`src/core/ccm_pkg.sv`:
```
// Constants and types for the clock mode configuration block.
package ccm_pkg;

	localparam logic [16:0] CLOCK_CONTROL_OFFSET     = 17'h1_0c80;
	localparam logic [16:0] CLOCK_MODE_STATUS_OFFSET = 17'h1_0c88;

	// Field positions as little-endian indices; bit n of the word is index n.
	localparam int BAUD_LSB        = 0;
	localparam int CLOCK_OUTPUT_DIS_BIT  = 4;
	localparam int CORE_PDF_LSB    = 28;
	localparam int CORE_MF_LSB     = 24;
	localparam int BUS_DF_LSB      = 20;
	localparam int CPM_DF_LSB      = 16;
	localparam int SYSTEM_PLL_PDF_LSB    = 12;
	localparam int SYSTEM_PLL_MF_LSB     = 8;
	localparam int DLL_DIS_BIT     = 6;
	localparam int CORE_DF_LSB     = 0;

	localparam logic [31:0] MODE_USED_MASK  = 32'hffff_ff4f;
	localparam logic [1:0]  BAUD_RESET      = 2'h1;
	localparam logic        CLOCK_OUTPUT_DIS_RESET = 1'b0;
	localparam logic [7:0]  SERIAL_CTRL_DF  = 8'h04;
	localparam logic [31:0] DEFAULT_MODE_WORD = 32'h0511_0500;

	typedef struct packed {
		logic [7:0] core_pll_prediv;
		logic [7:0] core_pll_multiplier;
		logic [7:0] bus_divide_factor;
		logic [7:0] comm_processor_divide_factor;
		logic [7:0] system_pll_prediv;
		logic [7:0] system_pll_multiplier;
		logic [7:0] core_divide_factor;
		logic       delay_loop_disable;
	} ccm_factors_t;

	typedef struct packed {
		logic        captured;
		logic [5:0]  clock_mode;
		logic [31:0] mode_word;
		ccm_factors_t factors;
		logic [1:0]  baud_clock_divider;
		logic        clock_output_disable;
		logic [8:0]  baud_divide_factor;
		logic [31:0] rdata;
	} ccm_state_t;

endpackage : ccm_pkg

```
`src/core/ccm_clock_mode_config.sv`:
```
// Clock mode capture, mode status register and clock control register.
`timescale 1ns/10ps
module ccm_code_decode #(
	parameter logic [3:0] LO     = 4'h0,
	parameter logic [3:0] HI     = 4'hf,
	parameter bit         DOUBLE = 1'b0
) (
	input  wire logic [3:0] i_code,
	output logic      [7:0] o_factor
);

	logic       in_range;
	logic [7:0] widened;

	// An unused code gives a zero factor, so no PLL is ever handed an illegal setting.
	always_comb begin
		in_range = (i_code >= LO) && (i_code <= HI);
		widened  = {4'h0, i_code};
		if (!in_range) begin
			o_factor = 8'h00;
		end else if (DOUBLE) begin
			o_factor = {widened[6:0], 1'b0};
		end else begin
			o_factor = widened + 8'h01;
		end
	end

endmodule : ccm_code_decode

module ccm_clock_mode_config #(
	parameter logic [31:0] MODE_TABLE [64] = '{default: ccm_pkg::DEFAULT_MODE_WORD}
) (
	input  wire logic                 i_clock,
	input  wire logic                 i_rst,
	input  wire logic [2:0]           i_clock_mode_pins,
	input  wire logic [2:0]           i_reset_word_clock_mode_bits,
	input  wire logic                 i_reg_sel,
	input  wire logic                 i_reg_wr,
	input  wire logic [16:0]          i_reg_addr,
	input  wire logic [31:0]          i_reg_wdata,
	output logic      [31:0]          o_reg_rdata,
	output logic                      o_mode_valid,
	output logic      [5:0]           o_clock_mode,
	output ccm_pkg::ccm_factors_t     o_factors,
	output logic      [7:0]           o_serial_ctrl_divide_factor,
	output logic      [8:0]           o_baud_divide_factor,
	output logic                      o_clock_output_enable
);

	ccm_pkg::ccm_state_t state_reg;
	ccm_pkg::ccm_state_t state_next;

	logic [5:0]            sampled_mode;
	logic [31:0]           table_word;
	logic [7:0]            core_pdf_dec;
	logic [7:0]            core_mf_dec;
	logic [7:0]            bus_df_dec;
	logic [7:0]            cpm_df_dec;
	logic [7:0]            system_pll_pdf_dec;
	logic [7:0]            system_pll_mf_dec;
	logic [7:0]            core_df_dec;
	ccm_pkg::ccm_factors_t decoded;
	logic                  ctl_hit;
	logic                  sts_hit;
	logic                  ctl_write;
	logic [1:0]            next_divider;
	logic [8:0]            baud_factor;
	logic [31:0]           read_word;

	// The table turns the six-bit mode into the full status word; reserved bits are masked.
	assign sampled_mode = {i_clock_mode_pins, i_reset_word_clock_mode_bits};
	assign table_word   = MODE_TABLE[sampled_mode] & ccm_pkg::MODE_USED_MASK;

	assign ctl_hit   = i_reg_sel && (i_reg_addr == ccm_pkg::CLOCK_CONTROL_OFFSET);
	assign sts_hit   = i_reg_sel && (i_reg_addr == ccm_pkg::CLOCK_MODE_STATUS_OFFSET);
	assign ctl_write = ctl_hit && i_reg_wr;

	// One decoder per four-bit mode field.
	ccm_code_decode #(
		.LO     (4'h0),
		.HI     (4'h3),
		.DOUBLE (1'b0)
	) u_core_pdf (
		.i_code   (table_word[ccm_pkg::CORE_PDF_LSB +: 4]),
		.o_factor (core_pdf_dec)
	);

	ccm_code_decode #(
		.LO     (4'h5),
		.HI     (4'h7),
		.DOUBLE (1'b1)
	) u_core_mf (
		.i_code   (table_word[ccm_pkg::CORE_MF_LSB +: 4]),
		.o_factor (core_mf_dec)
	);

	ccm_code_decode #(
		.LO     (4'h1),
		.HI     (4'h5),
		.DOUBLE (1'b0)
	) u_bus_df (
		.i_code   (table_word[ccm_pkg::BUS_DF_LSB +: 4]),
		.o_factor (bus_df_dec)
	);

	ccm_code_decode #(
		.LO     (4'h0),
		.HI     (4'h2),
		.DOUBLE (1'b0)
	) u_cpm_df (
		.i_code   (table_word[ccm_pkg::CPM_DF_LSB +: 4]),
		.o_factor (cpm_df_dec)
	);

	ccm_code_decode #(
		.LO     (4'h0),
		.HI     (4'h5),
		.DOUBLE (1'b0)
	) u_system_pll_pdf (
		.i_code   (table_word[ccm_pkg::SYSTEM_PLL_PDF_LSB +: 4]),
		.o_factor (system_pll_pdf_dec)
	);

	ccm_code_decode #(
		.LO     (4'h5),
		.HI     (4'hf),
		.DOUBLE (1'b1)
	) u_system_pll_mf (
		.i_code   (table_word[ccm_pkg::SYSTEM_PLL_MF_LSB +: 4]),
		.o_factor (system_pll_mf_dec)
	);

	ccm_code_decode #(
		.LO     (4'h0),
		.HI     (4'h5),
		.DOUBLE (1'b0)
	) u_core_df (
		.i_code   (table_word[ccm_pkg::CORE_DF_LSB +: 4]),
		.o_factor (core_df_dec)
	);

	// Gather the field decoders into the factor bundle that the PLL controls take.
	always_comb begin
		decoded                              = '0;
		decoded.core_pll_prediv              = core_pdf_dec;
		decoded.core_pll_multiplier          = core_mf_dec;
		decoded.bus_divide_factor            = bus_df_dec;
		decoded.comm_processor_divide_factor = cpm_df_dec;
		decoded.system_pll_prediv            = system_pll_pdf_dec;
		decoded.system_pll_multiplier        = system_pll_mf_dec;
		decoded.core_divide_factor           = core_df_dec;
		decoded.delay_loop_disable           = table_word[ccm_pkg::DLL_DIS_BIT];
	end

	// The divide factor follows the divider code on the same edge as the write lands.
	always_comb begin
		next_divider = state_reg.baud_clock_divider;
		if (ctl_write) begin
			next_divider = i_reg_wdata[ccm_pkg::BAUD_LSB +: 2];
		end
		unique case (next_divider)
			2'h0: baud_factor = 9'h004;
			2'h1: baud_factor = 9'h010;
			2'h2: baud_factor = 9'h040;
			2'h3: baud_factor = 9'h100;
		endcase
	end

	// Reads are answered one cycle later; the status word ignores writes entirely.
	always_comb begin
		read_word = 32'h0000_0000;
		if (ctl_hit && !i_reg_wr) begin
			read_word[ccm_pkg::BAUD_LSB +: 2]  = state_reg.baud_clock_divider;
			read_word[ccm_pkg::CLOCK_OUTPUT_DIS_BIT] = state_reg.clock_output_disable;
		end else if (sts_hit && !i_reg_wr) begin
			read_word = state_reg.mode_word;
		end
	end

	always_comb begin
		state_next = state_reg;
		// Capture once, on the first edge after power-on reset is released.
		if (!state_reg.captured) begin
			state_next.captured = 1'b1;
			state_next.clock_mode = sampled_mode;
			state_next.mode_word = table_word;
			state_next.factors = decoded;
		end
		// Only the control register accepts writes; mode settings stay as captured.
		if (ctl_write) begin
			state_next.baud_clock_divider = next_divider;
			state_next.clock_output_disable = i_reg_wdata[ccm_pkg::CLOCK_OUTPUT_DIS_BIT];
		end
		state_next.baud_divide_factor = baud_factor;
		state_next.rdata = read_word;
	end

	// Reset loads the power-on defaults; otherwise the next state is taken every edge.
	always_ff @(posedge i_clock or posedge i_rst) begin
		if (i_rst) begin
			state_reg <= '0;
			state_reg.baud_clock_divider <= ccm_pkg::BAUD_RESET;
			state_reg.baud_divide_factor <= 9'h010;
			state_reg.clock_output_disable <= ccm_pkg::CLOCK_OUTPUT_DIS_RESET;
		end else begin
			state_reg <= state_next;
		end
	end

	// Outputs come from the state register, except the serial control divide factor, which is the constant SERIAL_CTRL_DF.
	assign o_reg_rdata = state_reg.rdata;
	assign o_mode_valid = state_reg.captured;
	assign o_clock_mode = state_reg.clock_mode;
	assign o_factors = state_reg.factors;
	assign o_serial_ctrl_divide_factor = ccm_pkg::SERIAL_CTRL_DF;
	assign o_baud_divide_factor = state_reg.baud_divide_factor;
	assign o_clock_output_enable = !state_reg.clock_output_disable;

endmodule : ccm_clock_mode_config

```
`config.mk`:
```
export PLATFORM = sky130hd
export DESIGN_NAME = ccm_clock_mode_config
export DESIGN_NICKNAME = d
export VERILOG_FILES = /design/src/core/ccm_pkg.sv /design/src/core/ccm_clock_mode_config.sv
export SDC_FILE = /design/constraint.sdc
export NUM_CORES = 1
export LEC_CHECK = 0
export BUFFER_PORTS_ARGS = -buffer_cell sky130_fd_sc_hd__buf_2
export CAP_MARGIN = 0
export CORE_MARGIN = 3
export CORE_UTILIZATION = 35
export DETAILED_ROUTE_END_ITERATION = 8
export GPL_ROUTABILITY_DRIVEN = 0
export GPL_TIMING_DRIVEN = 0
export MAX_ROUTING_LAYER = met4
export PLACE_DENSITY = 0.78
export SLEW_MARGIN = 0
export SYNTH_ARGS = -nofsm -noshare
export SYNTH_HDL_FRONTEND = slang
export SYNTH_SLANG_ARGS = --single-unit
```
`constraint.sdc`:
```
create_clock -name i_clock -period 1.4 [get_ports i_clock]
set_input_delay 0.14 -clock i_clock [delete_from_list [all_inputs] [get_ports i_clock]]
set_output_delay 0.14 -clock i_clock [all_outputs]
set_load 0.1 [all_outputs]
```
# Yosys cells after proc, flatten, opt, wreduce, memory -nomap -nowiden
# Memories as Yosys holds them, arrays and structs flattened.
# Cells that the tools add are included.
# classes
eq_ne	5
n_lt_le_gt_ge	15
n_mux	16
n_bitwise	1
reduce_logical	15
multipliers	0
add_sub_neg	5
div	0
n_shift	0
# op_table
cell	count
2-to-1 mux 32 bit	3
2-to-1 mux 8 bit	5
one-hot mux 9 bit (4 select lines)	1
equality test 17 bit, second input constant	2
2-to-1 mux 27 bit	1
adder 4 x 1 -> 5 bit, second input constant	5
>= comparator 4 x 1 -> 1 bit, second input constant	5
<= comparator 4 x 3 -> 1 bit, second input constant	4
logical AND 1 bit	12
2-to-1 mux 5 bit	2
>= comparator 4 x 3 -> 1 bit, second input constant	2
<= comparator 4 x 2 -> 1 bit, second input constant	2
>= comparator 7 bit, second input constant	1
NOT 6 -> 7 bit	1
2-to-1 mux 2 bit	3
equality test 2 bit, second input constant	2
<= comparator 4 bit, second input constant	1
equality test 2 x 1 -> 1 bit, second input constant	1
logical NOT 1 bit	2
logical NOT 2 bit	1
2-to-1 mux 1 bit	1
# word_totals
ff_bits	137
romBits	2048
n_memories	1
out_inout_bits	114
ramBits	0
latch_bits	0
inputBits	59
# mem_list
memory	depth	width	rd	rd_ports_with_merged_regs	wr	line	rtl
(no name shown)	64	32	1	0	0	ccm_clock_mode_config.sv:72	assign table_word = MODE_TABLE[sampled_mode] & ccm_pkg::MODE_USED_MASK;

# Longest topological paths before layout
# Gate-level depths: netlist (run 1).
# depth
depth_word	7
ltp_mapped	4
depth_no_buf	4

# Hierarchy
# From an unflattened synthesis (run 1), not the netlist that was laid out.
# unflattened
cells_unflattened	390
area_unflattened_um2	4466.8
# by_module_without_submodules
module	cells_each	n_inst	seq_area_each_um2	area_each_um2
ccm_clock_mode_config	291	1	1879.3	3726.1
ccm_code_decode at u_core_df ...	18	2	0.0	128.9
ccm_code_decode at u_bus_df	21	1	0.0	161.4
ccm_code_decode at u_cpm_df	13	1	0.0	111.4
ccm_code_decode at u_core_mf	10	1	0.0	75.1
ccm_code_decode at u_core_pdf	10	1	0.0	73.8
ccm_code_decode at u_system_pll_mf	9	1	0.0	61.3

# Worst setup path before layout (run 1)
# Ideal clock, no wire load.
# synth_path
path_kind	register to register
startpoint	register state_reg (netlist bit o_mode_valid)
endpoint	register state_reg (netlist bit o_clock_mode[0])
arrival_time_ns	1.570
path_stages_with_launch	3
setup_slack_ns	-0.295
t_required_ns	1.275
path_cell_list	dfrtp_1 -> clkbuf_1 -> mux2_2
# synth_lines
item	line	rtl
start, declared	ccm_clock_mode_config.sv:50	ccm_pkg::ccm_state_t state_reg;
start signal, assigned	ccm_clock_mode_config.sv:206	state_reg <= state_next;
# No word-level cell between the ends.

# Final worst setup path (run 1)
# layout_path
startpoint	input port i_reg_addr[4]
endpoint	register state_reg (netlist bit o_baud_divide_factor[2])
# layout_via
elab_chain_cells	6
elab_cells_between_ends	9
classes_between	4 x eq/ne; 2 x mux; 3 x reduce/logical
# layout_rtl
item	line	rtl
start, declared	ccm_clock_mode_config.sv:39	input wire logic [16:0] i_reg_addr,
equality test 17 bit (*)	ccm_clock_mode_config.sv:74	assign ctl_hit = i_reg_sel && (i_reg_addr == ccm_pkg::CLOCK_CONTROL_OFFSET);
logical AND 1 bit (*)	ccm_clock_mode_config.sv:74	
logical AND 1 bit (*)	ccm_clock_mode_config.sv:76	assign ctl_write = ctl_hit && i_reg_wr;
2-to-1 mux 2 bit (*)	ccm_clock_mode_config.sv:158	if (ctl_write) begin
equality test 2 bit, or another cell as far along	ccm_clock_mode_config.sv:161	unique case (next_divider)
one-hot mux 9 bit (4 select lines) (*)	ccm_clock_mode_config.sv:161	
named net baud_factor[2]	ccm_clock_mode_config.sv:67	logic [8:0] baud_factor;
# The timed path passes the listed nets; every way through them passes the cells marked *. The select of a mux whose other input is x is not followed.
# A chain may end at the register's enable or synchronous reset.

==> impl_results.html, run 1 <==
<table>
<tr><th>Metric</th><th>Value</th></tr>
<tr><th colspan="2">Synth</th></tr>
<tr><td>Most used flip-flop cell after synthesis</td><td>dfrtp_1</td></tr>
<tr><td>Xor and xnor fraction of the mapped netlist area</td><td>0%</td></tr>
<tr><td>Synth area leader</td><td>buf_4</td></tr>
<tr><td>Main combinational cell family by area after synthesis</td><td>buffers and inverters</td></tr>
<tr><td>Complex-gate fraction of the synthesized area</td><td>0%</td></tr>
<tr><td>Fraction of the mapped netlist area in adder cells</td><td>0%</td></tr>
<tr><td>Number of warning messages in the yosys log</td><td>0</td></tr>
<tr><td>Share of flip-flops with an asynchronous set or reset after synthesis</td><td>100.0%</td></tr>
<tr><td>Cell area after synthesis</td><td>1639 um2</td></tr>
<tr><td>Most area-consuming cells after synthesis</td><td>buf_4 (51%), dfrtp_1 (26%), mux2_2 (6.9%)</td></tr>
<tr><td>Post-synthesis mux area share</td><td>8.702%</td></tr>
<tr><td>Leading post-synthesis cells by instance count</td><td>buf_4 (112), dfrtp_1 (17), mux2_2 (10)</td></tr>
<tr><td>Synth cell types</td><td>19</td></tr>
<tr><td>Flip-flop and latch count after synthesis</td><td>19</td></tr>
<tr><td>Top-area cell type share of the netlist area</td><td>51.30%</td></tr>
<tr><td>Most repeated cell in the gate-level netlist after synthesis</td><td>buf_4</td></tr>
<tr><td>Fraction of the yosys area taken by sequential cells</td><td>29.16%</td></tr>
<tr><td>Synthesized instance count</td><td>171</td></tr>
<tr><td>Basic-gate share of the synthesized area counting and, or, nand and nor cells</td><td>9.695%</td></tr>
<tr><td>Number of flops mapped to enable cells by yosys</td><td>0</td></tr>
<tr><td>Average footprint of a synthesized cell</td><td>9.585 um2</td></tr>
<tr><th colspan="2">Worst setup path</th></tr>
<tr><td>Type of origin of the critical path</td><td>primary input</td></tr>
<tr><td>Worst Setup Path Type</td><td>in2reg</td></tr>
<tr><td>Worst endpoint required time</td><td>1.55 ns</td></tr>
<tr><td>Endpoint of the worst-slack reg-to-reg timing path</td><td>o_clock_mode[4]</td></tr>
<tr><td>Crit path max fanout</td><td>5</td></tr>
<tr><td>Capturing element type of the critical path</td><td>flop</td></tr>
<tr><td>Flop2flop setup slack</td><td>0.17 ns</td></tr>
<tr><td>Reg-to-reg critical path startpoint</td><td>o_mode_valid</td></tr>
<tr><td>Worst endpoint data arrival time</td><td>1.46 ns</td></tr>
<tr><td>Number of cells on the worst reg-to-reg path</td><td>2</td></tr>
<tr><th colspan="2">CTS</th></tr>
<tr><td>H-tree level count</td><td>1</td></tr>
<tr><td>Number of buffers added to fix hold violations after cts</td><td>0</td></tr>
<tr><td>Number of CTS-inserted buffers</td><td>3</td></tr>
<tr><td>Clock-pin slew on the worst setup and hold paths</td><td>0.08 ns</td></tr>
<tr><td>Clock root buffer master</td><td>clkbuf_8</td></tr>
<tr><td>Buffer levels on the longest clock path</td><td>2</td></tr>
<tr><td>Insertion delay of the later-clocked pin in the worst-skew pair</td><td>0.26 ns</td></tr>
<tr><td>TritonCTS clock tree</td><td>built</td></tr>
<tr><td>Clock tree sinks</td><td>19</td></tr>
<tr><th colspan="2">Layout</th></tr>
<tr><td>Fraction of final layout cells with drive strength greater than 1</td><td>61.32%</td></tr>
<tr><td>Final instance count without filler cells</td><td>370</td></tr>
<tr><td>Max reg flops</td><td>6</td></tr>
<tr><td>Filler Cells Inserted</td><td>423</td></tr>
<tr><td># nets final</td><td>378</td></tr>
<tr><td>Count of inserted antenna diode cells</td><td>0</td></tr>
<tr><td>Layout Area Growth over Synthesis</td><td>48.85%</td></tr>
<tr><th colspan="2">Detailed routing</th></tr>
<tr><td>Detailed-route via count</td><td>1206</td></tr>
<tr><td>Antenna Nets Post-Route</td><td>0</td></tr>
<tr><td>Average via count per standard cell</td><td>3.259</td></tr>
<tr><td>TritonRoute pass-1 iters</td><td>3</td></tr>
<tr><td>Total detailed-routing wirelength</td><td>3097 um</td></tr>
<tr><td>DRC violation total after the first TritonRoute iteration</td><td>8</td></tr>
<tr><td>Wire per inst</td><td>8.370 um</td></tr>
<tr><td>Count of unresolved DRC violations after routing</td><td>0</td></tr>
<tr><th colspan="2">Pwr</th></tr>
<tr><td>Pwr Density</td><td>990.6 nW/um2</td></tr>
<tr><td>Proportion of power drawn by combinational gates</td><td>60.1%</td></tr>
<tr><td>Switching share of power</td><td>57.86%</td></tr>
<tr><td>Worst-case vdd ir drop</td><td>0.0006073 V</td></tr>
<tr><td>Internal power component</td><td>1.018 mW</td></tr>
<tr><td>Part of the power in the clock network</td><td>16.0%</td></tr>
<tr><td>Sequential share of power</td><td>23.9%</td></tr>
<tr><td>Switching pwr</td><td>1.399 mW</td></tr>
<tr><td>Leakage power of the design</td><td>1.477 nW</td></tr>
<tr><th colspan="2">Status</th></tr>
<tr><td>Run status</td><td>finished, violations left</td></tr>
<tr><td>Failing checks</td><td>hold timing</td></tr>
<tr><th colspan="2">Timing</th></tr>
<tr><td>Final max-slew violation count</td><td>0</td></tr>
<tr><td>Final Cycle Share</td><td>93.83%</td></tr>
<tr><td>Final hold slack</td><td>-0.004774 ns</td></tr>
<tr><td>Setup ws final</td><td>0.08634 ns</td></tr>
<tr><td>Final setup vio count</td><td>0</td></tr>
<tr><td>Final Hold Viols</td><td>10</td></tr>
<tr><td>Maximum operating frequency</td><td>0.7612 GHz</td></tr>
<tr><td>Largest clock skew in the final design</td><td>0.006174 ns</td></tr>
<tr><td>RSZ-0062 raised after global routing</td><td>yes</td></tr>
<tr><td>Min Clock Period, post-route</td><td>1.314 ns</td></tr>
<tr><td>Worst rel slew slack</td><td>51.35%</td></tr>
<tr><td>Actual slew at the worst max-slew pin</td><td>0.7290 ns</td></tr>
<tr><th colspan="2">Floorplan</th></tr>
<tr><td>Width of the die</td><td>74.43 um</td></tr>
<tr><td>Top-level port count</td><td>173</td></tr>
<tr><td>Core Rows</td><td>24</td></tr>
<tr><td>Std-Cell Core Area</td><td>4444 um2</td></tr>
<tr><td>Full die area</td><td>5540 um2</td></tr>
<tr><td>Initial cell density of the core</td><td>36.88%</td></tr>
<tr><td>Die span in y</td><td>74.43 um</td></tr>
<tr><th colspan="2">Place</th></tr>
<tr><td># port buffers</td><td>59</td></tr>
<tr><td>Worst slack, placed</td><td>-0.4311 ns</td></tr>
<tr><td>Placed wire-length estimate</td><td>2734 um</td></tr>
<tr><td>Placed cell count</td><td>365</td></tr>
<tr><th colspan="2">GRT</th></tr>
<tr><td>Number of global-route vias before repair</td><td>903</td></tr>
<tr><td>Largest net degree at the start of global routing</td><td>20</td></tr>
<tr><td>Gr ovfl total</td><td>0</td></tr>
<tr><td>GRT Util Overall</td><td>9.807%</td></tr>
<tr><td>Antenna violations before repair</td><td>0</td></tr>
<tr><td>Global-route wire length before repair</td><td>4126 um</td></tr>
<tr><th colspan="2">Run</th></tr>
<tr><td>Max Cap Viol</td><td>0</td></tr>
<tr><th colspan="2">Worst hold path</th></tr>
<tr><td>Min-Delay Path Class</td><td>in2async</td></tr>
</table>
==> stage by stage <==
| step | hold WS (ns) | util (%) | total power, mW | TNS [ns] | cell area (um2) |
|---|---|---|---|---|---|
| after detailed placement | 0.3072 | 52.08 | 2.023 | -2.896 | 2315 |
| final | -0.004774 | 54.90 | 2.417 | 0 | 2440 |
| after global routing | 0.06577 | 54.90 | 2.509 | -0.04730 | 2440 |
| after global placement | 0.2947 | 52.08 | 2.018 | -2.462 | 2315 |
| after floorplan | 0.08967 | - | 1.952 | -0.5487 | 1954 |
| after CTS | 0.02330 | 53.94 | 2.422 | -0.04241 | 2397 |
==> power by group through the flow <==
stage	Combinational, mW	Clock, mW	Sequential [mW]
floorplan	1.36	0	0.597
global placement	1.43	0	0.587
detailed placement	1.43	0	0.589
CTS	1.44	0.409	0.578
global route	1.50	0.432	0.580
finish	1.45	0.387	0.577
==> kinds of logic after synthesis <==
group / after synthesis
flops: 19
other cells: 2
mux: 13
buf+inv: 115
simple gates: 22
==> cells in the final DEF, fill, tap and decap left out <==
cell        count
buf_4         123
conb_1         85
buf_2          41
dfrtp_1        15
mux2_2         10
clkbuf_4        6
nand2b_1        5
nand2_1         4
mux2i_1         3
nor2_1          3
clkbuf_8        3
nor4b_4         2
nor3_1          2
nor3b_1         2
inv_1           2
buf_6           2
dfstp_2         2
clkbuf_1        1
and4bb_2        1
nand4b_1        1
nor4b_2         1
or3_2           1
clkinvlp_4      1
dfrtp_4         1
dfrtp_2         1
==> per-layer routing <==
layer  routed length [um]  global-route usage (%)
met1                  929                   9.204
met2                 1798                   19.41
met3                  368                   3.378
met4                    0                   1.186
met5                    0                       -
==> critical path: stages <==
cell and delay (ns):
buf_6 0.09, nor4b_4 0.26, nand4b_1 0.20, nor4b_4 0.39
mux2_2 0.38
==> what timing repair did <==
item / CTS / global route
gates resized for setup: 11 / 10
setup buffers: 1 / 0
pin swaps: 2 / 4
endpoints found under the setup margin: 14 / 13
==> area by class of cell <==
type	instances	area, um2	area share [%]
plain buffers	113	844.6	34.62
multi-input cells	120	635.6	26.05
flip-flops and latches	19	483.0	19.79
repair buffers	60	355.3	14.56
well taps	52	65.06	2.667
clock buffers	3	41.29	1.692
clock inverters	1	7.507	0.3077
inverters	2	7.507	0.3077
==> how the worst max path moves through the flow <==
stage | endpoint | slack [ns] | start
2_1_floorplan | state_reg[41] | -0.15 | i_reg_addr[0]
3_3_place_gp | o_baud_divide_factor[2] | -0.39 | i_reg_addr[0]
3_5_place_dp | o_baud_divide_factor[2] | -0.43 | i_reg_addr[0]
4_1_cts | o_baud_divide_factor[2] | -0.02 | i_reg_addr[0]
5_1_grt | o_baud_divide_factor[8] | -0.03 | i_reg_addr[4]
6_report | o_baud_divide_factor[2] | 0.09 | i_reg_addr[4]
(Power assumes the default switching activity.)
==> run 2, diff against run 1 <==
Settings changed: PLACE_DENSITY 0.78 to 0.81.
==> impl_results.html, run 2 (synthesized netlist as in run 1, its figures left out) <==
<table>
<tr><th>Metric</th><th>Value</th></tr>
<tr><th colspan="2">Detailed routing</th></tr>
<tr><td>Count of unresolved DRC violations after routing</td><td>0</td></tr>
<tr><td>Total detailed-routing wirelength</td><td>3156 um</td></tr>
<tr><td>TritonRoute pass-1 iters</td><td>3</td></tr>
<tr><td>Average via count per standard cell</td><td>3.299</td></tr>
<tr><td>DRC violation total after the first TritonRoute iteration</td><td>5</td></tr>
<tr><td>Wire per inst</td><td>8.507 um</td></tr>
<tr><td>Antenna Nets Post-Route</td><td>0</td></tr>
<tr><td>Detailed-route via count</td><td>1224</td></tr>
<tr><th colspan="2">CTS</th></tr>
<tr><td>H-tree level count</td><td>1</td></tr>
<tr><td>Number of CTS-inserted buffers</td><td>3</td></tr>
<tr><td>Clock-pin slew on the worst setup and hold paths</td><td>0.07 ns</td></tr>
<tr><td>TritonCTS clock tree</td><td>built</td></tr>
<tr><td>Clock tree sinks</td><td>19</td></tr>
<tr><td>Insertion delay of the later-clocked pin in the worst-skew pair</td><td>0.25 ns</td></tr>
<tr><td>Clock root buffer master</td><td>clkbuf_8</td></tr>
<tr><td>Buffer levels on the longest clock path</td><td>2</td></tr>
<tr><th colspan="2">GRT</th></tr>
<tr><td>Antenna violations before repair</td><td>0</td></tr>
<tr><td>GRT Util Overall</td><td>9.577%</td></tr>
<tr><td>Gr ovfl total</td><td>0</td></tr>
<tr><td>Largest net degree at the start of global routing</td><td>20</td></tr>
<tr><td>Number of global-route vias before repair</td><td>968</td></tr>
<tr><td>Global-route wire length before repair</td><td>4084 um</td></tr>
<tr><th colspan="2">Layout</th></tr>
<tr><td>Most frequent cells in the layout</td><td>buf_4 (124), conb_1 (85), buf_2 (43)</td></tr>
<tr><td>Most common cell after layout, fill and taps aside</td><td>buf_4</td></tr>
<tr><td>Filler Cells Inserted</td><td>413</td></tr>
<tr><td>Max reg flops</td><td>6</td></tr>
<tr><td># nets final</td><td>379</td></tr>
<tr><td>Layout Area Growth over Synthesis</td><td>48.02%</td></tr>
<tr><td>Final instance count without filler cells</td><td>371</td></tr>
<tr><td>Fraction of final layout cells with drive strength greater than 1</td><td>61.44%</td></tr>
<tr><td>Count of inserted antenna diode cells</td><td>0</td></tr>
<tr><th colspan="2">Floorplan</th></tr>
<tr><td>Die span in y</td><td>74.43 um</td></tr>
<tr><td>Initial cell density of the core</td><td>36.88%</td></tr>
<tr><td>Full die area</td><td>5540 um2</td></tr>
<tr><td>Std-Cell Core Area</td><td>4444 um2</td></tr>
<tr><td>Core Rows</td><td>24</td></tr>
<tr><td>Top-level port count</td><td>173</td></tr>
<tr><td>Width of the die</td><td>74.43 um</td></tr>
<tr><th colspan="2">Worst setup path</th></tr>
<tr><td>Worst Setup Path Type</td><td>in2reg</td></tr>
<tr><td>Capturing element type of the critical path</td><td>flop</td></tr>
<tr><td>Crit path max fanout</td><td>5</td></tr>
<tr><td>Worst endpoint required time</td><td>1.54 ns</td></tr>
<tr><td>Worst endpoint data arrival time</td><td>1.46 ns</td></tr>
<tr><td>Type of origin of the critical path</td><td>primary input</td></tr>
<tr><th colspan="2">Timing</th></tr>
<tr><td>Maximum operating frequency</td><td>0.7567 GHz</td></tr>
<tr><td>Final max-slew violation count</td><td>0</td></tr>
<tr><td>Final Hold Viols</td><td>17</td></tr>
<tr><td>Worst rel slew slack</td><td>53.43%</td></tr>
<tr><td>RSZ-0062 raised after global routing</td><td>no</td></tr>
<tr><td>Fin Setup TNS</td><td>0 ns</td></tr>
<tr><td>Final Cycle Share</td><td>94.40%</td></tr>
<tr><td>Actual slew at the worst max-slew pin</td><td>0.6978 ns</td></tr>
<tr><td>Min Clock Period, post-route</td><td>1.322 ns</td></tr>
<tr><td>Largest clock skew in the final design</td><td>0.003961 ns</td></tr>
<tr><td>Final setup vio count</td><td>0</td></tr>
<tr><td>Final hold slack</td><td>-0.01645 ns</td></tr>
<tr><th colspan="2">Pwr</th></tr>
<tr><td>Worst-case vdd ir drop</td><td>0.0004721 V</td></tr>
<tr><td>Internal power component</td><td>1.014 mW</td></tr>
<tr><td>Proportion of power drawn by combinational gates</td><td>60.3%</td></tr>
<tr><td>Part of the power in the clock network</td><td>15.7%</td></tr>
<tr><td>Switching share of power</td><td>57.84%</td></tr>
<tr><td>Sequential share of power</td><td>24.0%</td></tr>
<tr><td>Switching pwr</td><td>1.391 mW</td></tr>
<tr><td>Overall power of the completed layout</td><td>2.404 mW</td></tr>
<tr><td>Leakage power of the design</td><td>1.473 nW</td></tr>
<tr><td>Pwr Density</td><td>991.0 nW/um2</td></tr>
<tr><th colspan="2">Status</th></tr>
<tr><td>Failing checks</td><td>hold timing</td></tr>
<tr><td>Run status</td><td>finished, violations left</td></tr>
<tr><th colspan="2">Worst hold path</th></tr>
<tr><td>Min-Delay Path Class</td><td>in2async</td></tr>
<tr><th colspan="2">Place</th></tr>
<tr><td>Placed cell count</td><td>365</td></tr>
<tr><td>Placed wire-length estimate</td><td>2722 um</td></tr>
<tr><td># port buffers</td><td>59</td></tr>
<tr><th colspan="2">Run</th></tr>
<tr><td>Max Cap Viol</td><td>0</td></tr>
</table>
-- run 2: cell types whose count changed in the layout (fill, tap and decap cells not counted) --
cell and delta:
buf_2 +2, buf_4 +1, buf_6 -2, nor4b_2 +1, nor4b_4 -1
-- run 2: per-stage QoR --
stage | setup slack, ns | util, % | instance area [um2]
after floorplan | -0.1474 | - | 1954
after global placement | -0.3912 | 52.08 | 2315
after detailed placement | -0.4457 | 52.08 | 2315
after CTS | 0.01981 | 54.11 | 2405
after global routing | 0.002195 | 54.59 | 2426
final | 0.07845 | 54.59 | 2426
-- run 2: timing repair --
item | 4_1_cts | 5_1_grt
pin swaps | 1 | 0
buffers inserted | 2 | 0
endpoints found under the setup margin | 14 | 7
hold buffers | 0 | 0
gates resized for setup | 11 | 7
-- run 2: worst paths after layout --
kind	from	end	slack, ns	cells after the start
max	i_reg_addr[0]	o_baud_divide_factor[2]	0.08	6
min	i_rst	o_baud_divide_factor[2]	-0.02	2
max reg2reg	o_mode_valid	o_clock_mode[3]	0.18	2
min reg2reg	o_clock_mode[5]	o_clock_mode[5]	0.51	1
max in group asynchronous	i_rst	o_mode_valid	0.91	2
min in group i_clock	i_reset_word_clock_mode_bits[1]	o_clock_mode[1]	0.12	2
-- run 2: area by class of cell --
class / instances / area [um2] / share of cell area (%)
timing repair buffer: 61 / 350.3 / 14.44
inverter: 2 / 7.507 / 0.3094
multi-input combinational: 120 / 626.9 / 25.84
clock buffer: 3 / 41.29 / 1.702
clock inverter: 1 / 7.507 / 0.3094
sequential: 19 / 483.0 / 19.91
buffer: 113 / 844.6 / 34.81
tap: 52 / 65.06 / 2.682
-- run 2: worst max-delay path, cell delays in order --
cell and delay, ns:
buf_2 0.10, nor4b_2 0.28, nand4b_1 0.19, nor4b_4 0.23, buf_4 0.18, mux2_2 0.33
-- run 2: per-layer routing --
metal,track usage (%),vias to the layer above,part of all wire (%)
li1,-,637,-
met1,9.287,522,31
met2,18.54,65,58
met3,2.973,0,11
met4,1.779,0,0
met5,-,-,0
-- run 2: power by group through the flow --
stage / Clock, mW / Sequential (mW) / Combinational (mW)
floorplan: 0 / 0.597 / 1.36
global placement: 0 / 0.587 / 1.43
detailed placement: 0 / 0.588 / 1.44
CTS: 0.400 / 0.577 / 1.44
global route: 0.434 / 0.579 / 1.49
finish: 0.378 / 0.577 / 1.45
==> run 3, diff against run 2 <==
Settings changed: CORE_ASPECT_RATIO from default to 1.1, CORE_UTILIZATION 35 to 25, PLACE_DENSITY 0.81 to default.
==> impl_results.html, run 3 (synthesized netlist as in run 1, its figures left out) <==
<table>
<tr><th>Metric</th><th>Value</th></tr>
<tr><th colspan="2">Detailed routing</th></tr>
<tr><td>DRC violation total after the first TritonRoute iteration</td><td>1</td></tr>
<tr><td>Total detailed-routing wirelength</td><td>3358 um</td></tr>
<tr><td>Wire per inst</td><td>8.374 um</td></tr>
<tr><td>Average via count per standard cell</td><td>3.030</td></tr>
<tr><td>TritonRoute pass-1 iters</td><td>3</td></tr>
<tr><td>Count of unresolved DRC violations after routing</td><td>0</td></tr>
<tr><td>Antenna Nets Post-Route</td><td>0</td></tr>
<tr><td>Detailed-route via count</td><td>1215</td></tr>
<tr><th colspan="2">Floorplan</th></tr>
<tr><td>Core Rows</td><td>30</td></tr>
<tr><td>Die span in y</td><td>90.92 um</td></tr>
<tr><td>Std-Cell Core Area</td><td>6269 um2</td></tr>
<tr><td>Width of the die</td><td>83.20 um</td></tr>
<tr><td>Initial cell density of the core</td><td>26.15%</td></tr>
<tr><td>Top-level port count</td><td>173</td></tr>
<tr><td>Full die area</td><td>7565 um2</td></tr>
<tr><th colspan="2">Layout</th></tr>
<tr><td>Layout Area Growth over Synthesis</td><td>54.05%</td></tr>
<tr><td>Fraction of final layout cells with drive strength greater than 1</td><td>62.31%</td></tr>
<tr><td># nets final</td><td>381</td></tr>
<tr><td>Most frequent cells in the layout</td><td>buf_4 (126), conb_1 (85), buf_2 (42)</td></tr>
<tr><td>Count of inserted antenna diode cells</td><td>0</td></tr>
<tr><td>Max reg flops</td><td>6</td></tr>
<tr><td>Filler Cells Inserted</td><td>654</td></tr>
<tr><td>Design Area, Final</td><td>2525 um2</td></tr>
<tr><td>Sequential cell area in the final layout</td><td>483.0 um2</td></tr>
<tr><td>Footprint of the multi-input gates</td><td>668.1 um2</td></tr>
<tr><td>Most common cell after layout, fill and taps aside</td><td>buf_4</td></tr>
<tr><td>Final instance count without filler cells</td><td>401</td></tr>
<tr><th colspan="2">Place</th></tr>
<tr><td>Placed wire-length estimate</td><td>2725 um</td></tr>
<tr><td>Placed cell count</td><td>393</td></tr>
<tr><td># port buffers</td><td>59</td></tr>
<tr><td>Cell area reported after detailed placement</td><td>2350 um2</td></tr>
<tr><th colspan="2">Worst setup path</th></tr>
<tr><td>WP buf/inv</td><td>2</td></tr>
<tr><td>Critical path destination</td><td>o_baud_divide_factor[4]</td></tr>
<tr><td>Type of origin of the critical path</td><td>flop</td></tr>
<tr><td>Flop2flop setup slack</td><td>0.21 ns</td></tr>
<tr><td>Category of cells accounting for the largest share of critical-path delay</td><td>flip-flops</td></tr>
<tr><td>Reg-to-reg critical path startpoint</td><td>o_mode_valid</td></tr>
<tr><td>Longest individual stage delay on the worst path</td><td>0.54 ns</td></tr>
<tr><td>Worst Setup Path Type</td><td>reg2out</td></tr>
<tr><td>Endpoint of the worst-slack reg-to-reg timing path</td><td>o_clock_mode[2]</td></tr>
<tr><td>Worst setup startpoint</td><td>o_baud_divide_factor[4]</td></tr>
<tr><td>CP Depth</td><td>2</td></tr>
<tr><td>Number of cells on the worst reg-to-reg path</td><td>2</td></tr>
<tr><td>Worst endpoint required time</td><td>1.26 ns</td></tr>
<tr><td>Critical Path Most Common Cell</td><td>buf_4</td></tr>
<tr><td>Worst endpoint data arrival time</td><td>1.17 ns</td></tr>
<tr><td>Crit path max fanout</td><td>1</td></tr>
<tr><td>Capturing element type of the critical path</td><td>output port</td></tr>
<tr><td>Critical-path cell list</td><td>buf_4 -&gt; buf_4</td></tr>
<tr><td>Library cell contributing the largest single delay on the critical path</td><td>dfstp_2</td></tr>
<tr><th colspan="2">Timing</th></tr>
<tr><td>Final setup vio count</td><td>0</td></tr>
<tr><td>Largest clock skew in the final design</td><td>0.007376 ns</td></tr>
<tr><td>Final hold slack</td><td>-0.01530 ns</td></tr>
<tr><td>Final Hold Viols</td><td>17</td></tr>
<tr><td>Maximum operating frequency</td><td>0.7641 GHz</td></tr>
<tr><td>RSZ-0062 raised after global routing</td><td>no</td></tr>
<tr><td>Final max-slew violation count</td><td>0</td></tr>
<tr><td>Actual slew at the worst max-slew pin</td><td>0.7083 ns</td></tr>
<tr><td>Final Cycle Share</td><td>93.48%</td></tr>
<tr><td>Min Clock Period, post-route</td><td>1.309 ns</td></tr>
<tr><td>Worst rel slew slack</td><td>52.73%</td></tr>
<tr><th colspan="2">Worst hold path</th></tr>
<tr><td>Min-Delay Path Class</td><td>in2async</td></tr>
<tr><th colspan="2">GRT</th></tr>
<tr><td>Largest net degree at the start of global routing</td><td>20</td></tr>
<tr><td>GRT Util Overall</td><td>7.901%</td></tr>
<tr><td>Gr ovfl total</td><td>0</td></tr>
<tr><td>Number of global-route vias before repair</td><td>1036</td></tr>
<tr><td>Global-route wire length before repair</td><td>4864 um</td></tr>
<tr><td>Antenna violations before repair</td><td>0</td></tr>
<tr><th colspan="2">Run</th></tr>
<tr><td>Max Cap Viol</td><td>0</td></tr>
<tr><th colspan="2">Pwr</th></tr>
<tr><td>Worst-case vdd ir drop</td><td>0.0004479 V</td></tr>
<tr><td>Pwr Density</td><td>955.5 nW/um2</td></tr>
<tr><td>Leakage power of the design</td><td>1.512 nW</td></tr>
<tr><th colspan="2">Status</th></tr>
<tr><td>Failing checks</td><td>hold timing</td></tr>
<tr><td>Run status</td><td>finished, violations left</td></tr>
<tr><th colspan="2">CTS</th></tr>
<tr><td>Clock root buffer master</td><td>clkbuf_8</td></tr>
<tr><td>Number of buffers added to fix hold violations after cts</td><td>0</td></tr>
<tr><td>H-tree level count</td><td>1</td></tr>
<tr><td>Clock tree sinks</td><td>19</td></tr>
<tr><td>Buffer levels on the longest clock path</td><td>2</td></tr>
<tr><td>Number of CTS-inserted buffers</td><td>3</td></tr>
<tr><td>Insertion delay of the later-clocked pin in the worst-skew pair</td><td>0.26 ns</td></tr>
<tr><td>Clock-pin slew on the worst setup and hold paths</td><td>0.08 ns</td></tr>
<tr><td>TritonCTS clock tree</td><td>built</td></tr>
</table>
## run 3: worst register-to-register path, delay by kind of cell (launching register included)
| family | cells | cell delay [ns] |
|---|---|---|
| muxes | 1 | 0.38 |
| DFF | 1 | 0.40 |
| buffers and inverters | 1 | 0.30 |
## run 3: layout make-up
class / instances / share of cell area (%)
timing repair buffer: 63 / 14.87
sequential: 19 / 19.13
multi-input combinational: 120 / 26.46
inverter: 2 / 0.2973
clock buffer: 3 / 1.635
clock inverter: 1 / 0.1982
buffer: 113 / 33.45
tap: 80 / 3.964
## run 3: timing repair
| action | CTS | global route |
|---|---|---|
| pin swaps | 1 | 4 |
| buffers inserted | 2 | 2 |
| gates resized for setup | 12 | 16 |
| setup endpoints to repair | 16 | 12 |
## run 3: worst min path at each step
| stage | slack, ns | cells after the start | to |
|---|---|---|---|
| floorplan | 0.09 | 1 | o_baud_divide_factor[2] |
| global placement | 0.30 | 2 | o_clock_mode[5] |
| detailed placement | 0.31 | 2 | o_clock_mode[5] |
| CTS | 0.03 | 2 | o_baud_divide_factor[8] |
| global route | 0.04 | 2 | o_baud_divide_factor[8] |
| finish | -0.02 | 2 | o_baud_divide_factor[8] |
## run 3: through the flow
step	utilization [%]	total power, mW	worst slack (ns)	setup TNS (ns)
6_report	40.28	2.413	0.09134	0
5_1_grt	40.28	2.496	0.008259	0
4_1_cts	38.92	2.409	0.001860	0
3_5_place_dp	37.49	2.023	-0.4336	-2.905
3_3_place_gp	37.49	2.021	-0.4005	-2.486
2_1_floorplan	-	1.952	-0.1474	-0.5487
## run 3: metal layers
| metal | global-route usage, % | vias to the layer above | wire length [um] |
|---|---|---|---|
| li1 | - | 642 | - |
| met1 | 7.722 | 490 | 1106 |
| met2 | 14.17 | 77 | 1772 |
| met3 | 2.555 | 6 | 431 |
| met4 | 3.542 | 0 | 47 |
| met5 | - | - | 0 |
## run 3: power by group
part,internal (mW),switching (mW)
logic,0.249,1.21
clock network,0.198,0.182
registers,0.569,0.00811
total,1.02,1.40
